<file path="src/inc/ds3_alarm_consts.vh">
// constants for the ds3 receive alarm monitor
// assumes inclusion by the monitor module only
`ifndef DS3_ALARM_CONSTS_VH
`define DS3_ALARM_CONSTS_VH

// ----------------------------------------
// register byte offsets
// ----------------------------------------
`define OFS_ALARM_STATUS 5'h00
`define OFS_ALARM_LATCH 5'h04
`define OFS_IRQ_STATUS 5'h08
`define OFS_IRQ_MASK 5'h0C
`define OFS_CONTROL 5'h10

// ----------------------------------------
// alarm and control field positions
// ----------------------------------------
`define BIT_SIGNAL_LOSS 7
`define BIT_FRAME_LOST 6
`define BIT_ALARM_IND 5
`define BIT_IDLE_DETECT 4
`define BIT_RX_CLOCK_LOSS 3
`define BIT_TX_CLOCK_LOSS 2
`define BIT_MBIT_WINDOW 0

// ----------------------------------------
// reset values
// ----------------------------------------
`define RST_IRQ_MASK 8'h00
`define RST_CONTROL 1'b0

// ----------------------------------------
// frame geometry and thresholds
// ----------------------------------------
`define BLOCK_LAST 7'h54
`define ZERO_RUN_LOS 12'h800
`define ONES_TO_CLEAR 2'h2
`define FBIT_ERR_LIMIT 5'h03
`define FBIT_GOOD_NEED 5'h10
`define MBIT_GOOD_NEED 2'h2
`define MBIT_PATTERN 3'h2
`define PAYLOAD_MISS_MAX 6'h21
`define AIS_FRAMES_NEED 3'h5
`define XBIT_ONES_NEED 5'h10
`define CLOCK_LOSS_EDGES 3'h7

// ----------------------------------------
// timing
// ----------------------------------------
`define CLK_PERIOD_NS 10
`define RECOVER_TIME_NS 950000

`endif

</file>
<file path="src/hw/ds3_receive_alarm_monitor.v">
// ds3 receive alarm detection with wishbone status registers
// assumes line pins come from another clock domain, bus on core_clk
`timescale 1ns/10ps
`include "ds3_alarm_consts.vh"

module ds3_receive_alarm_monitor #(
  parameter RECOVER_CYCLES = `RECOVER_TIME_NS / `CLK_PERIOD_NS
) (
  // clock, reset, enable
  input wire core_clk,
  input wire reset,
  input wire clkEn,
  // wishbone slave
  input wire cyc_i,
  input wire stb_i,
  input wire we_i,
  input wire [4:0] adr_i,
  input wire [3:0] sel_i,
  input wire [31:0] dat_i,
  output reg [31:0] dat_o,
  output reg ack_o,
  // line pins
  input wire line_receive_data,
  input wire line_receive_clock,
  input wire transmit_reference_clock,
  // outputs
  output reg terminalData,
  output reg transmitClockOut,
  output reg counterInhibit,
  output wire irq
);

  // ----------------------------------------
  // helpers
  // ----------------------------------------
  localparam ST_SYNC = 2'h0;
  localparam ST_HUNT = 2'h1;
  localparam ST_MCHK = 2'h2;

  function [4:0] ones19;
    input [18:0] v;
    integer i;
    begin
      ones19 = 5'h00;
      for (i = 0; i < 19; i = i + 1) begin
        ones19 = ones19 + {4'h0, v[i]};
      end
    end
  endfunction

  // ----------------------------------------
  // pin synchronisers
  // ----------------------------------------
  reg [2:0] dataSync_q;
  reg [2:0] rclkSync_q;
  reg [2:0] tclkSync_q;
  wire bitStrobe = rclkSync_q[1] & ~rclkSync_q[2];
  wire bitVal = dataSync_q[1];
  wire rclkEdge = rclkSync_q[1] ^ rclkSync_q[2];
  wire tclkRise = tclkSync_q[1] & ~tclkSync_q[2];
  wire tclkEdge = tclkSync_q[1] ^ tclkSync_q[2];

  always @(posedge core_clk) begin
    if (reset) begin
      dataSync_q <= 3'h0;
      rclkSync_q <= 3'h0;
      tclkSync_q <= 3'h0;
    end else if (clkEn) begin
      dataSync_q <= {dataSync_q[1:0], line_receive_data};
      rclkSync_q <= {rclkSync_q[1:0], line_receive_clock};
      tclkSync_q <= {tclkSync_q[1:0], transmit_reference_clock};
    end
  end

  // ----------------------------------------
  // clock loss and clock fallback
  // ----------------------------------------
  reg [2:0] rxLocCnt_q;
  reg [2:0] txLocCnt_q;
  reg rxClockLoss_q;
  reg txClockLoss_q;

  always @(posedge core_clk) begin
    if (reset) begin
      rxLocCnt_q <= 3'h0;
      txLocCnt_q <= 3'h0;
      rxClockLoss_q <= 1'b0;
      txClockLoss_q <= 1'b0;
      transmitClockOut <= 1'b0;
    end else if (clkEn) begin
      if (rclkEdge) begin
        rxLocCnt_q <= 3'h0;
        rxClockLoss_q <= 1'b0;
      end else if (tclkRise && rxLocCnt_q != `CLOCK_LOSS_EDGES) begin
        rxLocCnt_q <= rxLocCnt_q + 3'h1;
        if (rxLocCnt_q == `CLOCK_LOSS_EDGES - 3'h1) begin
          rxClockLoss_q <= 1'b1;
        end
      end
      if (tclkEdge) begin
        txLocCnt_q <= 3'h0;
        txClockLoss_q <= 1'b0;
      end else if (bitStrobe && txLocCnt_q != `CLOCK_LOSS_EDGES) begin
        txLocCnt_q <= txLocCnt_q + 3'h1;
        if (txLocCnt_q == `CLOCK_LOSS_EDGES - 3'h1) begin
          txClockLoss_q <= 1'b1;
        end
      end
      transmitClockOut <= txClockLoss_q ? rclkSync_q[1] : tclkSync_q[1];
    end
  end

  // ----------------------------------------
  // loss of signal
  // ----------------------------------------
  reg [11:0] zeroRun_q;
  reg [1:0] onesSeen_q;
  reg signalLoss_q;

  always @(posedge core_clk) begin
    if (reset) begin
      zeroRun_q <= 12'h000;
      onesSeen_q <= 2'h0;
      signalLoss_q <= 1'b0;
      terminalData <= 1'b0;
    end else if (clkEn && bitStrobe) begin
      terminalData <= bitVal;
      if (bitVal) begin
        zeroRun_q <= 12'h000;
        if (signalLoss_q) begin
          onesSeen_q <= onesSeen_q + 2'h1;
          if (onesSeen_q + 2'h1 == `ONES_TO_CLEAR) begin
            signalLoss_q <= 1'b0;
            onesSeen_q <= 2'h0;
          end
        end
      end else if (zeroRun_q != `ZERO_RUN_LOS) begin
        zeroRun_q <= zeroRun_q + 12'h001;
        if (zeroRun_q == `ZERO_RUN_LOS - 12'h001) begin
          signalLoss_q <= 1'b1;
          onesSeen_q <= 2'h0;
        end
      end
    end
  end

  // ----------------------------------------
  // framing
  // ----------------------------------------
  reg [1:0] state_q;
  reg [6:0] bitCnt_q;
  reg [2:0] blkCnt_q;
  reg [2:0] subCnt_q;
  reg [15:0] fWin_q;
  reg [3:0] mWin_q;
  reg [2:0] mShift_q;
  reg [4:0] goodF_q;
  reg [1:0] goodM_q;
  reg [16:0] recoverCnt_q;
  reg mbitWindow_q;
  wire ohBit = (bitCnt_q == 7'h00);
  wire fPos = ohBit & blkCnt_q[0];
  wire fExp = (blkCnt_q == 3'h1) | (blkCnt_q == 3'h7);
  wire fBad = fPos & (bitVal != fExp);
  wire blkEnd = (bitCnt_q == `BLOCK_LAST);
  wire subEnd = blkEnd & (blkCnt_q == 3'h7);
  wire frmEnd = subEnd & (subCnt_q == 3'h6);
  wire [2:0] mNow = {mShift_q[1:0], bitVal};
  wire [4:0] fErrCnt = ones19({3'h0, fWin_q[14:0], fBad});
  wire [3:0] mHist = {mWin_q[2:0], 1'b1};
  wire [4:0] mErrCnt = mbitWindow_q ?
    ones19({16'h0000, mHist[2:0]}) : ones19({15'h0000, mHist});
  wire frameLost = (state_q != ST_SYNC);
  reg slip;

  always @* begin
    slip = 1'b0;
    if (state_q == ST_HUNT && fBad) begin
      slip = 1'b1;
    end
  end

  always @(posedge core_clk) begin
    if (reset) begin
      state_q <= ST_HUNT;
      bitCnt_q <= 7'h00;
      blkCnt_q <= 3'h0;
      subCnt_q <= 3'h0;
      fWin_q <= 16'h0000;
      mWin_q <= 4'h0;
      mShift_q <= 3'h0;
      goodF_q <= 5'h00;
      goodM_q <= 2'h0;
      recoverCnt_q <= 17'h00000;
      counterInhibit <= 1'b1;
    end else if (clkEn) begin
      counterInhibit <= frameLost;
      if (state_q == ST_SYNC) begin
        recoverCnt_q <= 17'h00000;
      end else if (recoverCnt_q == RECOVER_CYCLES[16:0]) begin
        recoverCnt_q <= 17'h00000;
        state_q <= ST_HUNT;
        goodF_q <= 5'h00;
      end else begin
        recoverCnt_q <= recoverCnt_q + 17'h00001;
      end
      if (bitStrobe) begin
        if (!slip) begin
          bitCnt_q <= blkEnd ? 7'h00 : bitCnt_q + 7'h01;
          if (blkEnd) begin
            blkCnt_q <= blkCnt_q + 3'h1;
          end
          if (subEnd) begin
            subCnt_q <= (subCnt_q == 3'h6) ? 3'h0 : subCnt_q + 3'h1;
          end
        end
        if (ohBit && blkCnt_q == 3'h0) begin
          mShift_q <= mNow;
        end
        case (state_q)
          ST_HUNT: begin
            if (fBad) begin
              goodF_q <= 5'h00;
            end else if (fPos) begin
              goodF_q <= goodF_q + 5'h01;
              if (goodF_q + 5'h01 == `FBIT_GOOD_NEED) begin
                state_q <= ST_MCHK;
                goodM_q <= 2'h0;
              end
            end
          end
          ST_MCHK: begin
            if (fBad) begin
              state_q <= ST_HUNT;
              goodF_q <= 5'h00;
            end else if (frmEnd) begin
              if (mShift_q == `MBIT_PATTERN) begin
                goodM_q <= goodM_q + 2'h1;
                if (goodM_q + 2'h1 == `MBIT_GOOD_NEED) begin
                  state_q <= ST_SYNC;
                  fWin_q <= 16'h0000;
                  mWin_q <= 4'h0;
                end
              end else begin
                goodM_q <= 2'h0;
                subCnt_q <= subCnt_q; // hunt for the M subframe
              end
            end
          end
          default: begin
            if (fPos) begin
              fWin_q <= {fWin_q[14:0], fBad};
              if (fErrCnt >= `FBIT_ERR_LIMIT) begin
                state_q <= ST_HUNT;
                goodF_q <= 5'h00;
              end
            end
            if (frmEnd) begin
              mWin_q <= {mWin_q[2:0], mShift_q != `MBIT_PATTERN};
              if (mShift_q != `MBIT_PATTERN && mErrCnt >= 5'h02) begin
                state_q <= ST_HUNT;
                goodF_q <= 5'h00;
              end
            end
          end
        endcase
      end
    end
  end

  // ----------------------------------------
  // AIS and idle detection
  // ----------------------------------------
  reg [18:0] xHist_q;
  reg [5:0] aisMiss_q;
  reg [5:0] idlMiss_q;
  reg cNonZero_q;
  reg aisFrameOk_q;
  reg idlFrameOk_q;
  reg [2:0] aisRun_q;
  reg alarmInd_q;
  reg idleDet_q;
  wire [6:0] payIdx = bitCnt_q - 7'h01;
  wire aisExp = ~payIdx[0];
  wire idlExp = ~payIdx[1];
  wire xPos = ohBit & (blkCnt_q == 3'h0) & (subCnt_q < 3'h2);
  wire [18:0] xNext = xPos ? {xHist_q[17:0], bitVal} : xHist_q;
  wire xOk = xNext[0] & (ones19(xNext) >= `XBIT_ONES_NEED);
  wire cPos = ohBit & ~blkCnt_q[0] & (blkCnt_q != 3'h0);
  wire cNzNow = cNonZero_q | (cPos & bitVal);
  wire subAisOk = ~cNzNow & (aisMiss_q <= `PAYLOAD_MISS_MAX);
  wire subIdlOk = (idlMiss_q <= `PAYLOAD_MISS_MAX) &
    ~(cNzNow & (subCnt_q == 3'h2));
  wire frmAisOk = aisFrameOk_q & subAisOk;
  wire frmIdlOk = idlFrameOk_q & subIdlOk;
  wire [2:0] aisRunNext = frmAisOk ?
    ((aisRun_q == `AIS_FRAMES_NEED) ? aisRun_q : aisRun_q + 3'h1) : 3'h0;

  always @(posedge core_clk) begin
    if (reset) begin
      xHist_q <= 19'h00000;
      aisMiss_q <= 6'h00;
      idlMiss_q <= 6'h00;
      cNonZero_q <= 1'b0;
      aisFrameOk_q <= 1'b1;
      idlFrameOk_q <= 1'b1;
      aisRun_q <= 3'h0;
      alarmInd_q <= 1'b0;
      idleDet_q <= 1'b0;
    end else if (clkEn && bitStrobe) begin
      xHist_q <= xNext;
      if (!ohBit) begin
        if (bitVal != aisExp && aisMiss_q != 6'h3F) begin
          aisMiss_q <= aisMiss_q + 6'h01;
        end
        if (bitVal != idlExp && idlMiss_q != 6'h3F) begin
          idlMiss_q <= idlMiss_q + 6'h01;
        end
      end
      cNonZero_q <= cNzNow;
      if (xPos && !xOk) begin
        alarmInd_q <= 1'b0;
      end
      if (frameLost) begin
        alarmInd_q <= 1'b0;
        idleDet_q <= 1'b0;
      end
      if (subEnd) begin
        aisMiss_q <= 6'h00;
        idlMiss_q <= 6'h00;
        cNonZero_q <= 1'b0;
        aisFrameOk_q <= frmAisOk;
        idlFrameOk_q <= frmIdlOk;
        if (!subAisOk) begin
          alarmInd_q <= 1'b0;
        end
      end
      if (frmEnd) begin
        aisFrameOk_q <= 1'b1;
        idlFrameOk_q <= 1'b1;
        aisRun_q <= aisRunNext;
        if (!frameLost && xOk && aisRunNext == `AIS_FRAMES_NEED) begin
          alarmInd_q <= 1'b1;
        end
        idleDet_q <= !frameLost && xOk && frmIdlOk;
      end
    end
  end

  // ----------------------------------------
  // alarm vector into the bus domain
  // ----------------------------------------
  reg [7:0] alarms_q;
  reg [7:0] alarmsPrev_q;
  reg [7:0] latched_q;
  reg [7:0] irqStatus_q;
  reg [7:0] irqMask_q;
  wire [7:0] alarmsNow = {signalLoss_q, frameLost, alarmInd_q, idleDet_q,
    rxClockLoss_q, txClockLoss_q, 2'b00};
  wire [7:0] alarmRise = alarms_q & ~alarmsPrev_q;
  wire busReq = cyc_i & stb_i;
  wire wrDone = busReq & we_i & ack_o & sel_i[0];
  wire rdDone = busReq & ~we_i & ack_o;

  assign irq = |(irqStatus_q & irqMask_q);

  always @(posedge core_clk) begin
    if (reset) begin
      alarms_q <= 8'h00;
      alarmsPrev_q <= 8'h00;
      latched_q <= 8'h00;
      irqStatus_q <= 8'h00;
      irqMask_q <= `RST_IRQ_MASK;
      mbitWindow_q <= `RST_CONTROL;
    end else if (clkEn) begin
      alarms_q <= alarmsNow;
      alarmsPrev_q <= alarms_q;
      if (rdDone && adr_i == `OFS_ALARM_LATCH) begin
        latched_q <= alarms_q;
      end else begin
        latched_q <= latched_q | alarms_q;
      end
      if (wrDone && adr_i == `OFS_IRQ_STATUS) begin
        irqStatus_q <= (irqStatus_q & ~dat_i[7:0]) | alarmRise;
      end else begin
        irqStatus_q <= irqStatus_q | alarmRise;
      end
      if (wrDone && adr_i == `OFS_IRQ_MASK) begin
        irqMask_q <= dat_i[7:0];
      end
      if (wrDone && adr_i == `OFS_CONTROL) begin
        mbitWindow_q <= dat_i[`BIT_MBIT_WINDOW];
      end
    end
  end

  // ----------------------------------------
  // wishbone answer
  // ----------------------------------------
  always @(posedge core_clk) begin
    if (reset) begin
      ack_o <= 1'b0;
      dat_o <= 32'h00000000;
    end else if (clkEn) begin
      ack_o <= busReq & ~ack_o;
      dat_o <= 32'h00000000;
      if (busReq && !ack_o && !we_i) begin
        if (adr_i == `OFS_ALARM_STATUS) begin
          dat_o <= {24'h000000, alarms_q};
        end else if (adr_i == `OFS_ALARM_LATCH) begin
          dat_o <= {24'h000000, latched_q | alarms_q};
        end else if (adr_i == `OFS_IRQ_STATUS) begin
          dat_o <= {24'h000000, irqStatus_q};
        end else if (adr_i == `OFS_IRQ_MASK) begin
          dat_o <= {24'h000000, irqMask_q};
        end else if (adr_i == `OFS_CONTROL) begin
          dat_o <= {31'h00000000, mbitWindow_q};
        end
      end
    end
  end

endmodule

</file>
<file path="config.mk">
export PLATFORM = sky130hd
export DESIGN_NAME = ds3_receive_alarm_monitor
export DESIGN_NICKNAME = d
export VERILOG_FILES = /design/src/hw/ds3_receive_alarm_monitor.v
export VERILOG_INCLUDE_DIRS = /design/src /design/src/inc
export SDC_FILE = /design/constraint.sdc
export NUM_CORES = 1
export LEC_CHECK = 0
export BUFFER_PORTS_ARGS = -buffer_cell sky130_fd_sc_hd__buf_2
export CELL_PAD_IN_SITES_DETAIL_PLACEMENT = 1
export CELL_PAD_IN_SITES_GLOBAL_PLACEMENT = 1
export CORE_ASPECT_RATIO = 0.5
export CORE_MARGIN = 5
export CORE_UTILIZATION = 49
export CTS_CLUSTER_DIAMETER = 50
export DETAILED_ROUTE_END_ITERATION = 8
export PLACE_DENSITY_LB_ADDON = 0.08
export SKIP_CTS_REPAIR_TIMING = 1
export SLEW_MARGIN = 20
export SYNTH_ARGS = -nofsm -noshare
export SYNTH_HDL_FRONTEND = slang
export SYNTH_SLANG_ARGS = --single-unit
</file>
<file path="constraint.sdc">
create_clock -name core_clk -period 11.9 [get_ports core_clk]
set_clock_uncertainty 0.15 [all_clocks]
set_input_delay 0 -clock core_clk [delete_from_list [all_inputs] [get_ports core_clk]]
set_output_delay 0 -clock core_clk [all_outputs]
set_load 0.005 [all_outputs]
</file>
==> results_dict.tcl <==
set metrics [dict create \
    nets 1307 \
    path_common_cell "fa_1" \
    holdPathStages 5 \
    finalNonFillerCells 1469 \
    drc 0 \
    start_kind "register" \
    die_w_um 208 \
    crit_required_ns 12.12 \
    grt_pass1_vias 8408 \
    syn_to_final_growth_pct 11.7 \
    num_antenna_cells 0 \
    yosys-top-cells-area "dfxtp_1 37%, mux2i_1 6.8%, nor2_1 6.7%" \
    grt_max_degree 56 \
    vias 8214 \
    crit_family "adder cells" \
    vias_per_cell 5.59 \
    seqCellArea_um2 3540 \
    rr_startpoint "dataSync_q[1]" \
    fin_tns_setup_ns 0 \
    slowest_delay_ns 0.85 \
    synth.distinct_cells 70 \
    maxSlewViolCount 0 \
    fmax_mhz 153 \
    worstReg2RegEnd "goodF_q[1]" \
    hold_class "input port to register" \
    cts_inserted_buffers 17 \
    place_area_um2 9890 \
    cts_tree "built" \
    synth-edff-count 0 \
    root_buffer "clkbuf_16" \
    fin_crit_ns 6.53 \
    wl_per_cell_um 17.2 \
    place.gp.congestion 0.847 \
    synthFlopType "dfxtp_1" \
    core_region_area_um2 19400 \
    status "completed" \
    postSynthCellCount 1159 \
    crit_type "register to register" \
    cts_buffer_depth 2 \
    multi_input_area_um2 5520 \
    peakVddDrop_mv 0.0929 \
    dp_cells 1413 \
    reg2reg_setup_slack_ns 5.37 \
    whs_ns 0.0207 \
    fin_crit_sh 0.549 \
    min_from "sel_i[0]" \
    cp_max_fo 14 \
    ys_warn_count 0 \
    port_buffers 35 \
    syn_area_um2 9630 \
    ant_nets 0 \
    die_y_um 109 \
    cp_cell_sequence "inv_1 > xnor2_1 > nor2_1 > inv_1 > fa_1 > fa_1 > fa_1 > fa_1 > inv_1 > ha_1 > inv_1 > fa_1 > nor2_1 > a31oi_1 > o41a_1 > o311ai_1 > o21ai_0 > a21oi_1" \
    htreeDepth 4 \
    maxCapViolCount 0 \
    worst_skew_pair.late_latency_ns 0.44 \
    end_kind "register" \
    yosysTopAreaCell "dfxtp_1" \
    setup_violations 0 \
    slowest_stage "o311ai_1" \
    arrival_ns 6.75 \
    drt-total-wl_mm 25.2 \
    layout_common_cells "177 x dfxtp_1, 172 x nor2_1, 126 x nand2_1" \
    path_clk_slew_ns 0.07 \
    rows 36 \
    globalRouteOverflowTotal 0 \
    drtIter0Drc 454 \
    ys_ff_latch 177 \
    worst_slew_pin_slew_ns 1.07 \
    rsz0062_at_grt "false" \
    pre_cts_ws_ns 5.47 \
    n_fill_cell 2353 \
    grt_antenna_before_repair 0 \
    relSlewSlack 0.282 \
    avgSynthCellArea_um2 8.31 \
    dp_hpwl_mm 17.3 \
    p_per_area_nw_per_um2 117 \
    die_area_um2 22700 \
    synth-seq-area-share 0.368 \
    grt_use_total 0.223 \
    drive_above_1_share 0.0815 \
    synth-async-reset-ratio 0 \
    final_common_cell "dfxtp_1" \
    finalHoldViolCount 0 \
    top_level_ports 87 \
    reg2reg_depth 18 \
    min_to "mbitWindow_q" \
    power.leakage_nw 4.21 \
    timing.final.ws_setup_ns 5.37 \
    firstDrtPassIters 5 \
    grt_pass1_wl_mm 41.3 \
    final_area_um2 10800 \
    clock-sinks 177 \
    start_util 0.497 \
    cp_num_buf_inv 4 \
    synth_top_area_share 0.368 \
]
layout make-up:
cell class                      count  area share
Clock buffer                       19      0.0421
Sequential cell                   177       0.329
Clock inverter                     13      0.0161
Multi-Input combinational cell    857       0.513
Inverter                           72      0.0251
Tap cell                          266      0.0309
Timing Repair Buffer               65      0.0430
Yosys cell counts (3+ instances only):
master	number
o21a_1	3
a31oi_1	13
and2_1	8
a22oi_1	14
nor2b_1	12
clkbuf_1	43
or2_2	3
nor3_1	20
nor4_1	8
buf_1	6
o21ai_0	29
fa_1	21
buf_4	26
mux2_2	8
nand2b_1	5
a311oi_1	9
xnor2_1	10
nor3b_1	6
dfxtp_1	177
and3_1	18
xor2_1	20
nor4b_1	3
nand4_1	19
or3_1	6
a21oi_1	88
nand3_1	30
nor2_1	173
nand3b_1	6
inv_1	72
o22ai_1	9
nand2_1	126
o32ai_1	3
ha_1	46
mux2i_1	65
a211oi_1	6
state kept, by name, summed over array words and instances (netlist names), 7 cells and up:
signal / cells
irqMask_q: 8
recoverCnt_q: 17
bitCnt_q: 7
dat_o: 8
zeroRun_q: 12
fWin_q: 15
irqStatus_q: 8
xHist_q: 19
metal layers:
metal  vias up  wire length [um]  track usage
met5         -                 0            0
met4         0               235       0.0543
met3        19               865       0.0506
met2       121             12300        0.393
met1      4070             11800        0.281
li1       4004                 -            -
through the flow:
stage	total power, W	utilization
after floorplan	0.000651	-
after global placement	0.000661	0.511
after detailed placement	0.000663	0.511
after CTS	0.00126	0.543
after global routing	0.00130	0.555
final	0.00126	0.555
tightest hold or removal path, stage by stage:
cell	delay, ns
buf_2	0.09
nand4_1	0.16
nor2_1	0.07
mux2i_1	0.12
nor2_1	0.11
worst max-delay path by stage:
stage	from	endpoint	depth (start not counted)
detailed placement	dataSync_q[1]	goodF_q[0]	17
floorplan	bitCnt_q[0]	alarmInd_q	21
finish	dataSync_q[1]	goodF_q[1]	18
CTS	dataSync_q[1]	goodF_q[0]	17
global placement	dataSync_q[1]	state_q[0]	17
global route	dataSync_q[1]	goodF_q[1]	18
power by group:
group	internal, W	switching (W)
clock	0.000346	0.000254
sequential	0.000595	0.00000382
combinational	0.0000186	0.0000376
total	0.000960	0.000296
kinds of logic after synthesis:
logic type                 count (synthesis)  share of synthesized area
AOI/OAI and AO/OA                        202                      0.131
xor gates and xnor gates                  30                     0.0273
adders and majority gates                 67                      0.103
buffers and inverters                    148                     0.0679
DFF                                      177                      0.368
muxes                                     73                     0.0769
other                                      1                   0.000389
and+or+nand+nor                          461                      0.226
Note: power is estimated with default switching activity, not from simulation.
